$ cat src/inc/tcs_pkg.sv
`default_nettype none
package tcs_pkg;
  // Clock rate and conversion slot timing.
  localparam int unsigned CLK_FREQ_KHZ    = 100_000;
  localparam int unsigned BASE_PERIOD_MS  = 250;
  localparam int unsigned BASE_PERIOD_CYC = BASE_PERIOD_MS * CLK_FREQ_KHZ;
  localparam int unsigned STANDBY_SLOTS   = 3;

  // Data path widths.
  localparam int unsigned RES_W      = 16;
  localparam int unsigned ADC_W      = 20;
  localparam int unsigned MAX_SHIFT  = 4;
  localparam int unsigned ACC_W      = ADC_W + MAX_SHIFT;
  localparam int unsigned COEF_N     = 8;
  localparam int unsigned COEF_IDX_W = 3;

  // Mode codes, reset values and saturation codes.
  localparam logic [2:0]              AVG_SEL_RESET  = 3'h2;
  localparam logic [2:0]              AVG_SEL_LOWPWR = 3'h5;
  localparam logic signed [RES_W-1:0] RES_POS_FULL   = 16'h7FFF;
  localparam logic signed [RES_W-1:0] RES_NEG_FULL   = 16'h8000;
  localparam logic                    ADC_SEL_DIE    = 1'b0;
  localparam logic                    ADC_SEL_TP     = 1'b1;

  typedef enum logic [3:0] {
    TCS_ST_GROUP   = 4'h0,
    TCS_ST_COPY_RD = 4'h1,
    TCS_ST_COPY_WT = 4'h2,
    TCS_ST_DIE     = 4'h3,
    TCS_ST_TP      = 4'h4,
    TCS_ST_MATH    = 4'h5,
    TCS_ST_SLOT    = 4'h6,
    TCS_ST_STANDBY = 4'h7
  } tcs_state_t;

  typedef struct packed {
    logic start;
    logic sel;
  } tcs_adc_req_t;

  typedef struct packed {
    logic signed [RES_W-1:0] die;
    logic signed [RES_W-1:0] tp;
    logic signed [RES_W-1:0] obj;
  } tcs_results_t;

  // Power-of-two averaging depth for a select code.
  function automatic logic [2:0] tcs_avg_shift(input logic [2:0] sel);
    if (sel >= AVG_SEL_LOWPWR) begin
      return 3'(sel - AVG_SEL_LOWPWR);
    end
    return sel;
  endfunction

  // Codes that insert a standby interval after each group.
  function automatic logic tcs_is_lowpwr(input logic [2:0] sel);
    return sel >= AVG_SEL_LOWPWR;
  endfunction
endpackage
`default_nettype wire

$ cat src/rtl/tcs_avg_acc.sv
`default_nettype none
module tcs_avg_acc
  import tcs_pkg::*;
(
  // Clock and reset.
  input  wire logic                    mclk_in,
  input  wire logic                    resetn_in,
  // Sample stream.
  input  wire logic                    clear_in,
  input  wire logic                    add_in,
  input  wire logic                    last_in,
  input  wire logic [2:0]              shift_in,
  input  wire logic signed [ADC_W-1:0] sample_in,
  // Averaged result.
  output logic signed [RES_W-1:0]      mean_out,
  output logic                         load_out
);
  typedef struct packed {
    logic signed [ACC_W-1:0] acc;
    logic signed [RES_W-1:0] res;
    logic                    upd;
  } tcs_acc_st_t;

  tcs_acc_st_t             q_ff;
  tcs_acc_st_t             nxt_q;
  logic signed [ACC_W-1:0] sum;
  logic signed [ACC_W-1:0] mean;

  // Running sum; the result only moves on the last sample of a group.
  always_comb begin
    nxt_q     = q_ff;
    nxt_q.upd = 1'b0;
    sum       = q_ff.acc + ACC_W'(sample_in);
    mean      = sum >>> shift_in;
    if (clear_in) begin
      nxt_q.acc = '0;
    end else if (add_in && last_in) begin
      nxt_q.acc = '0;
      nxt_q.upd = 1'b1;
      // The head room of the sum keeps the mean exact before clipping.
      if (mean > ACC_W'(RES_POS_FULL)) begin
        nxt_q.res = RES_POS_FULL;
      end else if (mean < ACC_W'(RES_NEG_FULL)) begin
        nxt_q.res = RES_NEG_FULL;
      end else begin
        nxt_q.res = mean[RES_W-1:0];
      end
    end else if (add_in) begin
      nxt_q.acc = sum;
    end
  end

  // State register.
  always_ff @(posedge mclk_in or negedge resetn_in) begin
    if (!resetn_in) begin
      q_ff <= '0;
    end else begin
      q_ff <= nxt_q;
    end
  end

  assign mean_out = q_ff.res;
  assign load_out = q_ff.upd;
endmodule
`default_nettype wire

$ cat src/rtl/tcs_sequencer.sv
`default_nettype none
module tcs_sequencer
  import tcs_pkg::*;
#(
  parameter int unsigned PERIOD_CYC = BASE_PERIOD_CYC,
  parameter int unsigned STBY_SLOTS = STANDBY_SLOTS
) (
  // Clock and reset.
  input  wire logic                         mclk_in,
  input  wire logic                         resetn_in,
  // Mode selection.
  input  wire logic [2:0]                   averaging_select_in,
  // Converter handshake.
  output tcs_adc_req_t                      adc_req_out,
  input  wire logic                         adc_done_in,
  input  wire logic signed [ADC_W-1:0]      adc_data_in,
  // Arithmetic engine handshake.
  output logic                              math_start_out,
  input  wire logic                         math_done_in,
  input  wire logic signed [RES_W-1:0]      math_result_in,
  // Results.
  output tcs_results_t                      results_out,
  output logic                              obj_valid_out,
  output logic                              standby_out,
  // Coefficient copy from one-time memory.
  input  wire logic                         copy_all_in,
  input  wire logic                         copy_one_in,
  input  wire logic [COEF_IDX_W-1:0]        copy_idx_in,
  output logic                              copy_busy_out,
  output logic                              otp_rd_out,
  output logic [COEF_IDX_W-1:0]             otp_addr_out,
  input  wire logic                         otp_valid_in,
  input  wire logic [RES_W-1:0]             otp_data_in,
  output logic [COEF_N-1:0][RES_W-1:0]      coef_out
);
  localparam logic [31:0] SLOT_LAST = 32'(PERIOD_CYC - 1);
  localparam logic [7:0]  STBY_LAST = 8'(STBY_SLOTS - 1);

  typedef struct packed {
    tcs_state_t                     st;
    logic [2:0]                     mode;
    logic [4:0]                     cnt;
    logic [31:0]                    tmr;
    logic [7:0]                     sb;
    logic                           pend_all;
    logic                           pend_one;
    logic [COEF_IDX_W-1:0]          pend_idx;
    logic [COEF_IDX_W-1:0]          idx;
    logic [COEF_IDX_W-1:0]          last_idx;
    logic                           otp_rd;
    tcs_adc_req_t                   adc;
    logic                           math_start;
    logic signed [RES_W-1:0]        obj;
    logic                           obj_valid;
    logic [COEF_N-1:0][RES_W-1:0]   coef;
  } tcs_seq_st_t;

  tcs_seq_st_t       q_ff;
  tcs_seq_st_t       nxt_q;
  logic [2:0]        shift;
  logic [4:0]        n_last;
  logic              slot_end;
  logic              grp_last;
  logic              group_go;
  logic              die_add;
  logic              tp_add;
  logic              die_load;
  logic              tp_load;
  // Each averager drives its own net; one assignment builds the bundle.
  logic [RES_W-1:0]  die_mean;
  logic [RES_W-1:0]  tp_mean;

  // Decoded group size from the mode latched for the running group.
  assign shift    = tcs_avg_shift(q_ff.mode);
  assign n_last   = 5'((5'h01 << shift) - 5'h01);
  assign grp_last = (q_ff.cnt == n_last);
  assign slot_end = (q_ff.tmr >= SLOT_LAST);
  assign die_add  = (q_ff.st == TCS_ST_DIE) && adc_done_in;
  assign tp_add   = (q_ff.st == TCS_ST_TP) && adc_done_in;
  assign group_go = (q_ff.st == TCS_ST_GROUP) && !q_ff.pend_all
                    && !q_ff.pend_one;

  // Die and thermopile averagers share one structure.
  tcs_avg_acc u_die_avg (
    .mclk_in   (mclk_in),
    .resetn_in (resetn_in),
    .clear_in  (group_go),
    .add_in    (die_add),
    .last_in   (grp_last),
    .shift_in  (shift),
    .sample_in (adc_data_in),
    .mean_out  (die_mean),
    .load_out  (die_load)
  );

  tcs_avg_acc u_tp_avg (
    .mclk_in   (mclk_in),
    .resetn_in (resetn_in),
    .clear_in  (group_go),
    .add_in    (tp_add),
    .last_in   (grp_last),
    .shift_in  (shift),
    .sample_in (adc_data_in),
    .mean_out  (tp_mean),
    .load_out  (tp_load)
  );

  // Sequencer: groups of slots, coefficient copies between groups.
  always_comb begin
    nxt_q            = q_ff;
    nxt_q.tmr        = q_ff.tmr + 32'h0000_0001;
    nxt_q.otp_rd     = 1'b0;
    nxt_q.adc.start  = 1'b0;
    nxt_q.math_start = 1'b0;
    nxt_q.obj_valid  = 1'b0;
    // A request in the cycle its flag is taken is kept, not lost.
    if (copy_all_in) begin
      nxt_q.pend_all = 1'b1;
    end
    if (copy_one_in) begin
      nxt_q.pend_one = 1'b1;
      nxt_q.pend_idx = copy_idx_in;
    end
    case (q_ff.st)
      TCS_ST_GROUP: begin
        // Copies wait for a group boundary so results stay coherent.
        if (q_ff.pend_all) begin
          nxt_q.pend_all = copy_all_in;
          nxt_q.idx      = '0;
          nxt_q.last_idx = COEF_IDX_W'(COEF_N - 1);
          nxt_q.st       = TCS_ST_COPY_RD;
        end else if (q_ff.pend_one) begin
          nxt_q.pend_one = copy_one_in;
          nxt_q.idx      = q_ff.pend_idx;
          nxt_q.last_idx = q_ff.pend_idx;
          nxt_q.st       = TCS_ST_COPY_RD;
        end else begin
          nxt_q.mode      = averaging_select_in;
          nxt_q.cnt       = '0;
          nxt_q.tmr       = '0;
          nxt_q.adc.start = 1'b1;
          nxt_q.adc.sel   = ADC_SEL_DIE;
          nxt_q.st        = TCS_ST_DIE;
        end
      end
      TCS_ST_COPY_RD: begin
        nxt_q.otp_rd = 1'b1;
        nxt_q.st     = TCS_ST_COPY_WT;
      end
      TCS_ST_COPY_WT: begin
        if (otp_valid_in) begin
          nxt_q.coef[q_ff.idx] = otp_data_in;
          nxt_q.idx            = q_ff.idx + COEF_IDX_W'(1);
          nxt_q.st = (q_ff.idx == q_ff.last_idx) ? TCS_ST_GROUP
                                                 : TCS_ST_COPY_RD;
        end
      end
      TCS_ST_DIE: begin
        if (adc_done_in) begin
          nxt_q.adc.start = 1'b1;
          nxt_q.adc.sel   = ADC_SEL_TP;
          nxt_q.st        = TCS_ST_TP;
        end
      end
      TCS_ST_TP: begin
        if (adc_done_in) begin
          nxt_q.cnt = q_ff.cnt + 5'h01;
          // Operands are the registered averages, valid one edge later.
          nxt_q.math_start = grp_last;
          nxt_q.st = grp_last ? TCS_ST_MATH : TCS_ST_SLOT;
        end
      end
      TCS_ST_MATH: begin
        if (math_done_in) begin
          nxt_q.obj       = math_result_in;
          nxt_q.obj_valid = 1'b1;
          nxt_q.st        = TCS_ST_SLOT;
        end
      end
      TCS_ST_SLOT: begin
        // A slot always lasts one full period, even if work ends early.
        if (slot_end) begin
          nxt_q.tmr = '0;
          nxt_q.sb  = '0;
          if (q_ff.cnt != 5'(n_last + 5'h01)) begin
            nxt_q.adc.start = 1'b1;
            nxt_q.adc.sel   = ADC_SEL_DIE;
            nxt_q.st        = TCS_ST_DIE;
          end else if (tcs_is_lowpwr(q_ff.mode)) begin
            nxt_q.st = TCS_ST_STANDBY;
          end else begin
            nxt_q.st = TCS_ST_GROUP;
          end
        end
      end
      TCS_ST_STANDBY: begin
        if (slot_end) begin
          nxt_q.tmr = '0;
          nxt_q.sb  = q_ff.sb + 8'h01;
          if (q_ff.sb >= STBY_LAST) begin
            nxt_q.st = TCS_ST_GROUP;
          end
        end
      end
      default: begin
        nxt_q.st = TCS_ST_GROUP;
      end
    endcase
  end

  // State register; reset queues a full coefficient load.
  always_ff @(posedge mclk_in or negedge resetn_in) begin
    if (!resetn_in) begin
      q_ff          <= '0;
      q_ff.st       <= TCS_ST_GROUP;
      q_ff.mode     <= AVG_SEL_RESET;
      q_ff.pend_all <= 1'b1;
    end else begin
      q_ff <= nxt_q;
    end
  end

  // Outputs come from the state register; the die and tp results come from the averagers' registers.
  assign adc_req_out     = q_ff.adc;
  assign math_start_out  = q_ff.math_start;
  assign results_out     = {die_mean, tp_mean, q_ff.obj};
  assign obj_valid_out   = q_ff.obj_valid;
  assign standby_out     = (q_ff.st == TCS_ST_STANDBY);
  assign copy_busy_out   = (q_ff.st == TCS_ST_COPY_RD)
                           || (q_ff.st == TCS_ST_COPY_WT)
                           || q_ff.pend_all || q_ff.pend_one;
  assign otp_rd_out      = q_ff.otp_rd;
  assign otp_addr_out    = q_ff.idx;
  assign coef_out        = q_ff.coef;
endmodule
`default_nettype wire
$ cat config.mk
export PLATFORM = sky130hd
export DESIGN_NAME = tcs_sequencer
export DESIGN_NICKNAME = d
export VERILOG_FILES = /design/src/inc/tcs_pkg.sv /design/src/rtl/tcs_avg_acc.sv /design/src/rtl/tcs_sequencer.sv
export SDC_FILE = /design/constraint.sdc
export NUM_CORES = 1
export LEC_CHECK = 0
export BUFFER_PORTS_ARGS = -buffer_cell sky130_fd_sc_hd__buf_4
export CAP_MARGIN = 10
export CORE_MARGIN = 5
export CORE_UTILIZATION = 35
export DETAILED_ROUTE_END_ITERATION = 8
export HOLD_SLACK_MARGIN = 0.02
export PLACE_DENSITY = 0.52
export SYNTH_ARGS = -nofsm -noshare
export SYNTH_HDL_FRONTEND = slang
export SYNTH_SLANG_ARGS = --single-unit
$ cat constraint.sdc
create_clock -name mclk_in -period 8.37 [get_ports mclk_in]
set_input_delay 1.674 -clock mclk_in [delete_from_list [all_inputs] [get_ports mclk_in]]
set_output_delay 1.674 -clock mclk_in [all_outputs]
set_load 0.02 [all_outputs]
; Yosys cells after proc, flatten, opt, wreduce, memory -nomap -nowiden
; Index checks and enable logic that the tools add are counted.
[word_totals]
reg_bits = 292
in_bits = 65
output_inout_bits = 186
word_cells = 163
[classes]
add_sub_neg = 9
n_lt_le_gt_ge = 9
n_eq_ne = 21
shifts = 3
n_mux = 59
bitwise_logic = 3
n_reduce_logical = 31
[ops]
columns = cell, n
row1 = two-way mux 24 bit, 6
row2 = bitwise mux 128 bit, 1
row3 = case mux 32 bit (3 select lines), 1
row4 = two-way mux 16 bit, 5
row5 = two-way mux 40 bit, 2
row6 = two-way mux 37 bit, 2
row7 = adder 24 x 20 -> 24 bit, 2
row8 = demux 16 bit (select 3 bit), 1
row9 = greater-than comparator 24 x 16 -> 1 bit (second input constant), 2
row10 = less-than comparator 24 x 16 -> 1 bit (second input constant), 2
row11 = >>> shifter 24 x 3 -> 24 bit, 2
row12 = two-way mux 4 bit, 9
row13 = adder 32 x 1 -> 32 bit (second input constant), 1
row14 = greater-or-equal comparator 32 x 25 -> 1 bit (second input constant), 1
row15 = case mux 4 bit (8 select lines), 1
row16 = two-way mux 2 bit, 9
row17 = == test 4 x 3 -> 1 bit (second input constant), 4
row18 = inequality test 2 bit (second input constant), 8
row19 = case mux 8 bit (2 select lines), 1
row20 = two-way mux 3 bit, 4
row21 = two-way mux 6 bit, 2
row22 = two-way mux 1 bit, 11
row23 = adder 5 x 1 -> 5 bit (second input constant), 2
row24 = case mux 5 bit (2 select lines), 1
row25 = other kinds (31), 55

; Depth between registers and ports, before layout
; Gate-level depths: netlist of the first run.
[logic_depth]
word_depth = 10
depth_mapped = 23
mapped_depth_nobuf = 17

; Cells and area by module
; A second synthesis of the first run with hierarchy kept.
[hier_totals]
cells_unflattened = 1825
hier_area_um2 = 18387.6
[by_module_without_submodules]
columns = mod, instances, cells_each, area_per_inst_um2, seq_area_each_um2
row1 = tcs_sequencer, 1, 912, 10242.3, 5282.6
row2 = tcs_avg_acc at u_die_avg, 1, 495, 4366.7, 1026.0
row3 = tcs_avg_acc at u_tp_avg, 1, 418, 3778.6, 1026.0

; Worst setup path after synthesis of the first run
; No wires, ideal clock.
[synth_path]
path_kind = in2reg
from = in adc_data_in[0]
to = reg u_die_avg.q_ff (netlist bit u_die_avg.mean_out[2])
setup_ns = 0.072
arrival_time_ns = 4.989
t_required_ns = 8.298
setup_slack_ns = 3.309
cell_stages = 15
path_buffers = 2
path_cell_list = ha_1 > fa_1 > a21o_1 > a221oi_2 > or2_1 > buf_2 > nand2_1 > o311ai_1 > a21boi_1 > or4b_1 > or3_4 > a32oi_4 > buf_6 > o2111ai_1 > nand3_1
[synth_between]
elab_chain_len = 5
word_cells_on_any_way = 6
cone_classes = add/sub: 1 / order compare: 2 / shift: 1 / mux: 2
[synth_lines]
columns = item, line
row1 = start: declaration, tcs_sequencer.sv:16  ; input wire logic signed [ADC_W-1:0] adc_data_in,
row2 = adder 24 x 20 -> 24 bit *, tcs_avg_acc.sv:33  ; sum = q_ff.acc + ACC_W'(sample_in);
row3 = >>> shifter 24 x 3 -> 24 bit *, tcs_avg_acc.sv:34  ; mean = sum >>> shift_in;
row4 = less-than comparator 24 x 16 -> 1 bit, tcs_avg_acc.sv:43  ; end else if (mean < ACC_W'(RES_NEG_FULL)) begin
row5 = two-way mux 16 bit, tcs_avg_acc.sv:43
row6 = two-way mux 16 bit *, tcs_avg_acc.sv:41  ; if (mean > ACC_W'(RES_POS_FULL)) begin
row7 = end signal: assignment, tcs_avg_acc.sv:58  ; q_ff <= nxt_q;
row8 = end: declaration, tcs_avg_acc.sv:24  ; tcs_acc_st_t q_ff;
; Every way passes the cells marked *; elsewhere a longest branch is shown, timed or not.
; A chain may end at the register's enable or synchronous reset.

; Worst setup path in the final report of the first run
[layout_path]
from = reg q_ff[205] (netlist name)
to = reg u_tp_avg.q_ff (netlist bit u_tp_avg.mean_out[5])
[layout_between]
elab_chain_len = 8
word_cells_on_any_way = 15
cone_classes = add/sub: 2 / order compare: 3 / eq/ne: 1 / shift: 2 / mux: 5 / reduce/logical: 2
[layout_lines]
columns = item, line
row1 = start: declaration, tcs_sequencer.sv:58  ; tcs_seq_st_t q_ff;
row2 = start signal: assignment, tcs_sequencer.sv:219  ; q_ff <= nxt_q;
row3 = subtractor 3 bit / greater-or-equal comparator 3 bit (equally long branches), "tcs_pkg.sv:50, tcs_pkg.sv:49"
row4 = two-way mux 3 bit / two-way mux 1 bit (equally long branches), tcs_pkg.sv:49  ; if (sel >= AVG_SEL_LOWPWR) begin
row5 = two-way mux 3 bit *, tcs_pkg.sv:52  ; return sel;
row6 = "parallel branches: the longest is 5 deep, another holds less-than comparator 24 x 16 -> 1 bit", n/a
row7 = end signal: assignment, tcs_avg_acc.sv:58
row8 = end: declaration, tcs_avg_acc.sv:24
; Mark *: on every way between the ends. The select of a mux whose other input is x is not followed.

==> results.yml, run 1 <==
run_status:
  status: "finished clean"
clock_tree:
  cts_buffers: 38
  postCtsHoldBufs: 0
  cts_tree: "yes"
  cts_sinks: 291
  clk_pin_slew_ns: 0.06
  clk_latency_ns: 0.55
  cts-root-buf: "clkbuf_16"
  cts_setup_buffers: 0
  clockBufferDepth: 3
  cts_resized: 0
  htreeDepth: 2
setup_path:
  critPathMaxStageDelay_ns: 0.66
  start_kind: "flip-flop"
  cp_data_arrival_time_ns: 6.35
  critPathKind: "flip-flop to flip-flop"
  crit_required_ns: 8.80
  cp_max_fo: 45
  path_buf_inv: 3
  end_kind: "flip-flop"
  slowest_stage: "nor2_1"
  path_cells: "clkinv_1, ha_1, nand2_1, o211a_1, buf_4, nor2_1, nand2_1, ha_1, o22ai_1, o21a_1, o2111a_1, and2_1, o21ai_0, a211o_1, nor4_1, a21boi_1, buf_4, o22a_1"
  cp_top_family: "simple AND/OR/NAND/NOR gates"
placement:
  hpwl_mm: 37.5
  dp_worst_setup_slack_ns: 2.41
  placed_area_sq_mm: 0.0190
  place_inst: 2528
  port-buffer-count: 250
  gp_congestion: 0.891
timing:
  report.final.slew_viol_count: 0
  setup_slack_ns: 2.45
  post-route-min-period_ns: 5.92
  finalSetupTns_ns: 0
  grt_setup_unrepaired: "false"
  fin_crit_sh_pct: 70.7
  worst_slew_pin_slew_ns: 1.09
  fmax_mhz: 169
  hold_viol_final: 0
  relSlewSlack_pct: 27.2
  skew_ns: 0.0142
  setup_viol: 0
  timing.hold.ws_ns: 0.470
finish:
  n_fill_cell: 4987
  final_common_cell: "dfrtp_1"
  final_cell_mix: "289 x dfrtp_1, 270 x buf_4, 202 x nand2_1"
  post-route-util_pct: 40.5
  nets: 2020
  area_growth_pct: 14.1
  finalInstanceArea_sq_mm: 0.0204
  drive_gt1_share_pct: 26.6
  diodes: 0
  final_cells: 2599
yosys:
  yosys_warnings: 0
  syn_inst: 1862
  syn_nets: 1983
  ys_top_cells_by_area: "dfrtp_1 40%, mux2_2 9.2%, buf_4 7.6%"
  async_flop_share_pct: 100
  synth_seq_area_share_pct: 40.8
  syn_avg_cell_area_sq_um: 9.59
  synth_top_area_cell: "dfrtp_1"
  synth_edf_count: 0
  synth_ff_type: "dfrtp_1"
  synth_top_area_share_pct: 40.5
  synth_cell_types: 85
  synth_seq_cells: 291
  synthesis.area_sq_mm: 0.0179
global_route:
  grt_max_degree: 185
  grt_pass1_wl_mm: 80.6
  grt_antenna_before_repair: 0
  grt_pass1_vias: 13648
  grt.overflow.total: 0
  grt_usage_pct: 17.9
detailed_routing:
  vias: 13783
  routed_wl_mm: 51.5
  drc: 0
  drtIter0Drc: 955
  wl_per_cell_microns: 19.8
  antenna_left: 0
  viasPerCell: 5.30
  drt_pass1_iterations: 5
power:
  vdd_drop_max_mv: 0.150
  p_per_area_mw_per_mm2: 424
  leakage_nw: 9.60
  p_total_mw: 8.64
run:
  max_cap_viol_count: 0
floorplanning:
  row_count: 82
  chipHeight_microns: 236
  initial_core_util_pct: 35.5
  die_area_sq_mm: 0.0556
  die_x_microns: 236
  core_sq_mm: 0.0503
  io_pins: 251
min_path:
  hold_class: "flip-flop to flip-flop"
## sequential cells by signal (all words and copies together), names as in the netlist
name / count
u_tp_avg.q_ff: 24
u_tp_avg.mean_out: 16
q_ff: 59
results_out: 16
otp_rd_out: 1
adc_req_out: 2
math_start_out: 1
u_die_avg.mean_out: 16
u_die_avg.q_ff: 24
obj_valid_out: 1
coef_out: 128
otp_addr_out: 3
## worst reg2reg max path, stage by stage (launching register included)
cell and delay [ns]:
dfrtp_1 0.54, clkinv_1 0.31, ha_1 0.55, nand2_1 0.13
o211a_1 0.15, buf_4 0.28, nor2_1 0.66, nand2_1 0.14
ha_1 0.29, o22ai_1 0.20, o21a_1 0.14, o2111a_1 0.46
and2_1 0.65, o21ai_0 0.18, a211o_1 0.26, nor4_1 0.28
a21boi_1 0.18, buf_4 0.22, o22a_1 0.19
## layout make-up
| class | count | area [sq um] | share of cell area [%] |
|---|---|---|---|
| clock buffer | 51 | 1080 | 5.31 |
| clock inverter | 17 | 228 | 1.12 |
| multi-input combinational | 1269 | 8760 | 43.0 |
| sequential | 291 | 7280 | 35.8 |
| inverter | 25 | 93.8 | 0.461 |
| tap | 672 | 841 | 4.13 |
| timing repair buffer | 274 | 2080 | 10.2 |
## worst paths after layout
kind | slack [ns] | depth (start not counted) | from | to
worst max-delay path | 2.45 | 18 | q_ff[205] | u_tp_avg.mean_out[5]
worst min-delay path | 0.47 | 2 | results_out[11] | results_out[11]
worst max register to register | 2.45 | 18 | q_ff[205] | u_tp_avg.mean_out[5]
worst min register to register | 0.47 | 2 | results_out[11] | results_out[11]
max in group asynchronous | 5.57 | 2 | resetn_in | u_die_avg.q_ff[17]
min in group asynchronous | 1.20 | 1 | resetn_in | u_tp_avg.q_ff[36]
## where the power goes
group	internal, mW	switching, mW	leakage [nW]
Combinational	1.92	2.82	5.13
Clock	1.04	0.656	0.644
Sequential	1.87	0.341	3.82
## cell usage after synthesis (4+ instances only)
library cell	count
a211oi_1	13
a21boi_0	7
a21o_1	23
a21oi_1	97
a22o_1	39
a22oi_1	4
a311oi_1	4
a31o_2	4
a31oi_1	10
and2_1	16
and3_1	13
and4_1	8
buf_1	9
buf_2	7
buf_4	181
clkbuf_1	76
dfrtp_1	289
ha_1	54
inv_1	23
mux2_2	146
mux2i_1	24
nand2_1	202
nand2b_1	15
nand3_1	47
nand4_1	28
nor2_1	146
nor2b_1	11
nor3_1	20
nor3b_1	5
nor4_1	6
o211a_1	6
o211ai_1	23
o21a_1	10
o21ai_0	90
o21bai_1	7
o22a_1	18
o22ai_1	8
o31ai_1	4
or3_1	15
xnor2_1	34
xor2_1	44
## cell families after synthesis
| logic type | after synthesis | synth area share [%] |
|---|---|---|
| buf+inv | 302 | 10.3 |
| fa+ha+maj | 56 | 4.01 |
| xor+xnor | 78 | 3.83 |
| compound gates | 417 | 16.1 |
| simple gates | 545 | 14.0 |
| flops | 291 | 40.8 |
| mux | 173 | 10.9 |
## metal layers
| layer | wire (microns) | share of wire (%) | global-route usage [%] |
|---|---|---|---|
| met5 | 0 | 0 | 0 |
| met1 | 22600 | 44 | 23.8 |
| met3 | 2960 | 5.8 | 3.69 |
| met4 | 1450 | 2.8 | 5.08 |
| met2 | 24500 | 48 | 29.6 |
No activity file was read; power rests on OpenSTA's default activity.
==> run 2, diff against run 1 <==
==> constraint.sdc (replaced) <==
create_clock -name mclk_in -period 5.77 [get_ports mclk_in]
set_input_delay 1.154 -clock mclk_in [delete_from_list [all_inputs] [get_ports mclk_in]]
set_output_delay 1.154 -clock mclk_in [all_outputs]
set_load 0.02 [all_outputs]
==> results.yml, run 2 (synthesis gave the netlist of run 1 again) <==
setup_path:
  worstSetupStartpoint: "q_ff[205]"
  crit_end: "u_tp_avg.mean_out[6]"
  reg2reg_slack_ns: 0.76
  reg2reg_depth: 19
  regToRegEndpoint: "u_tp_avg.mean_out[6]"
  cp_max_fo: 19
  cp_data_arrival_time_ns: 5.49
  end_kind: "flip-flop"
  rr_startpoint: "q_ff[205]"
  start_kind: "flip-flop"
  crit_required_ns: 6.25
  critPathKind: "flip-flop to flip-flop"
detailed_routing:
  wl_per_cell_microns: 20.0
  drc: 0
  drt_pass1_iterations: 6
  antenna_left: 0
  drtIter0Drc: 1003
  routed_wl_mm: 52.1
  viasPerCell: 5.32
  vias: 13845
power:
  leakage_nw: 9.61
  pwr-share-seq_pct: 25.6
  p_per_area_mw_per_mm2: 616
  switchingPower_mw: 5.56
  p_clk_share_pct: 19.3
  p_sw_share_pct: 44.3
  vdd_drop_max_mv: 0.218
  comb_power_share_pct: 55.1
  p_int_mw: 6.99
run_status:
  status: "finished clean"
clock_tree:
  htreeDepth: 2
  clockBufferDepth: 3
  cts_resized: 0
  postCtsHoldBufs: 0
  cts_sinks: 291
  cts_tree: "yes"
  cts_setup_buffers: 0
  clk_pin_slew_ns: 0.05
  cts-root-buf: "clkbuf_16"
  cts_buffers: 37
  clk_latency_ns: 0.56
timing:
  post-route-min-period_ns: 5.01
  report.final.slew_viol_count: 0
  skew_ns: 0.0149
  hold_viol_final: 0
  grt_setup_unrepaired: "false"
  setup_viol: 0
  fmax_mhz: 200
  setup_slack_ns: 0.764
  fin_crit_sh_pct: 86.8
  relSlewSlack_pct: 18.3
  worst_slew_pin_slew_ns: 1.22
  finalSetupTns_ns: 0
placement:
  port-buffer-count: 250
  dp_worst_setup_slack_ns: 0.615
  gp_congestion: 0.882
  hpwl_mm: 38.1
global_route:
  grt_antenna_before_repair: 0
  grt_pass1_vias: 13765
  grt_pass1_wl_mm: 81.2
  grt.overflow.total: 0
  grt_max_degree: 111
  grt_usage_pct: 18.0
floorplanning:
  row_count: 82
  chipHeight_microns: 236
  die_area_sq_mm: 0.0556
  die_x_microns: 236
  initial_core_util_pct: 35.5
  core_sq_mm: 0.0503
  io_pins: 251
finish:
  largest_reg_flops: 128
  seq_area_sq_mm: 0.00728
  final_cell_mix: "289 x dfrtp_1, 277 x buf_4, 202 x nand2_1"
  post-route-util_pct: 40.5
  multiInputGateArea_sq_mm: 0.00876
  area_growth_pct: 14.1
  n_fill_cell: 5058
  drive_gt1_share_pct: 26.7
  nets: 2025
  final_common_cell: "dfrtp_1"
  diodes: 0
min_path:
  hold_class: "flip-flop to flip-flop"
run:
  max_cap_viol_count: 0
## run 2: changes by cell type in the layout (fill, tap and decap cells not counted), sizes merged
cell      delta
clkbuf       +1
inv          -1
clkinvlp     +1
buf          +7
clkinv       -3
## run 2: how the worst min path moves through the flow
stage	from	endpoint	slack, ns	cells past startpoint
after floorplan	results_out[0]	results_out[0]	0.45	2
after global placement	results_out[15]	results_out[15]	0.46	2
after detailed placement	results_out[15]	results_out[15]	0.47	2
after CTS	results_out[2]	results_out[2]	0.48	2
after global routing	results_out[0]	results_out[0]	0.50	2
final	results_out[6]	results_out[6]	0.47	2
## run 2: layer usage
metal  vias to the layer above  routed length, microns  GRT usage, %
li1                       6554                       -             -
met1                      6828                   22900          24.1
met2                       363                   24300          29.0
met3                       100                    2990          3.80
met4                         0                    1890          6.26
met5                         -                       0             0
## run 2: stage by stage
stage / instance area (sq um) / hold slack [ns] / cells / total power [mW]
finish: 20400 / 0.474 / 2604 / 12.6
global route: 20400 / 0.497 / 2604 / 13.4
CTS: 20400 / 0.481 / 2603 / 12.6
detailed placement: 19100 / 0.467 / 2536 / 10.1
global placement: 19100 / 0.461 / 2536 / 10.1
floorplan: 17900 / 0.447 / 1862 / 8.48
## run 2: layout make-up
type	instances	area share, %
Multi-Input combinational cell	1269	43.0
Sequential cell	291	35.7
Timing Repair Buffer	280	10.5
Clock buffer	53	5.24
Tap cell	672	4.13
Clock inverter	14	0.989
Inverter	25	0.461
## run 2: power by group through the flow
stage / clock, mW / combinational [mW] / sequential, mW
floorplan: 0 / 5.46 / 3.02
global placement: 0 / 6.87 / 3.23
detailed placement: 0 / 6.89 / 3.24
CTS: 2.49 / 6.92 / 3.22
global route: 2.57 / 7.51 / 3.31
finish: 2.42 / 6.92 / 3.22
## run 2: worst max-delay path: stages (launching register included)
cell       delay, ns
dfrtp_1         0.53
clkinv_1        0.31
ha_1            0.54
nand2_1         0.12
o211a_1         0.27
nor2_1          0.19
nand2_1         0.08
ha_1            0.27
o2111ai_1       0.13
o22ai_1         0.09
o21a_1          0.20
o2111a_1        0.25
buf_4           0.18
and2_1          0.16
buf_4           0.20
o21ai_0         0.09
a211o_1         0.12
nor4_1          0.05
a21boi_1        0.89
o22a_1          0.28
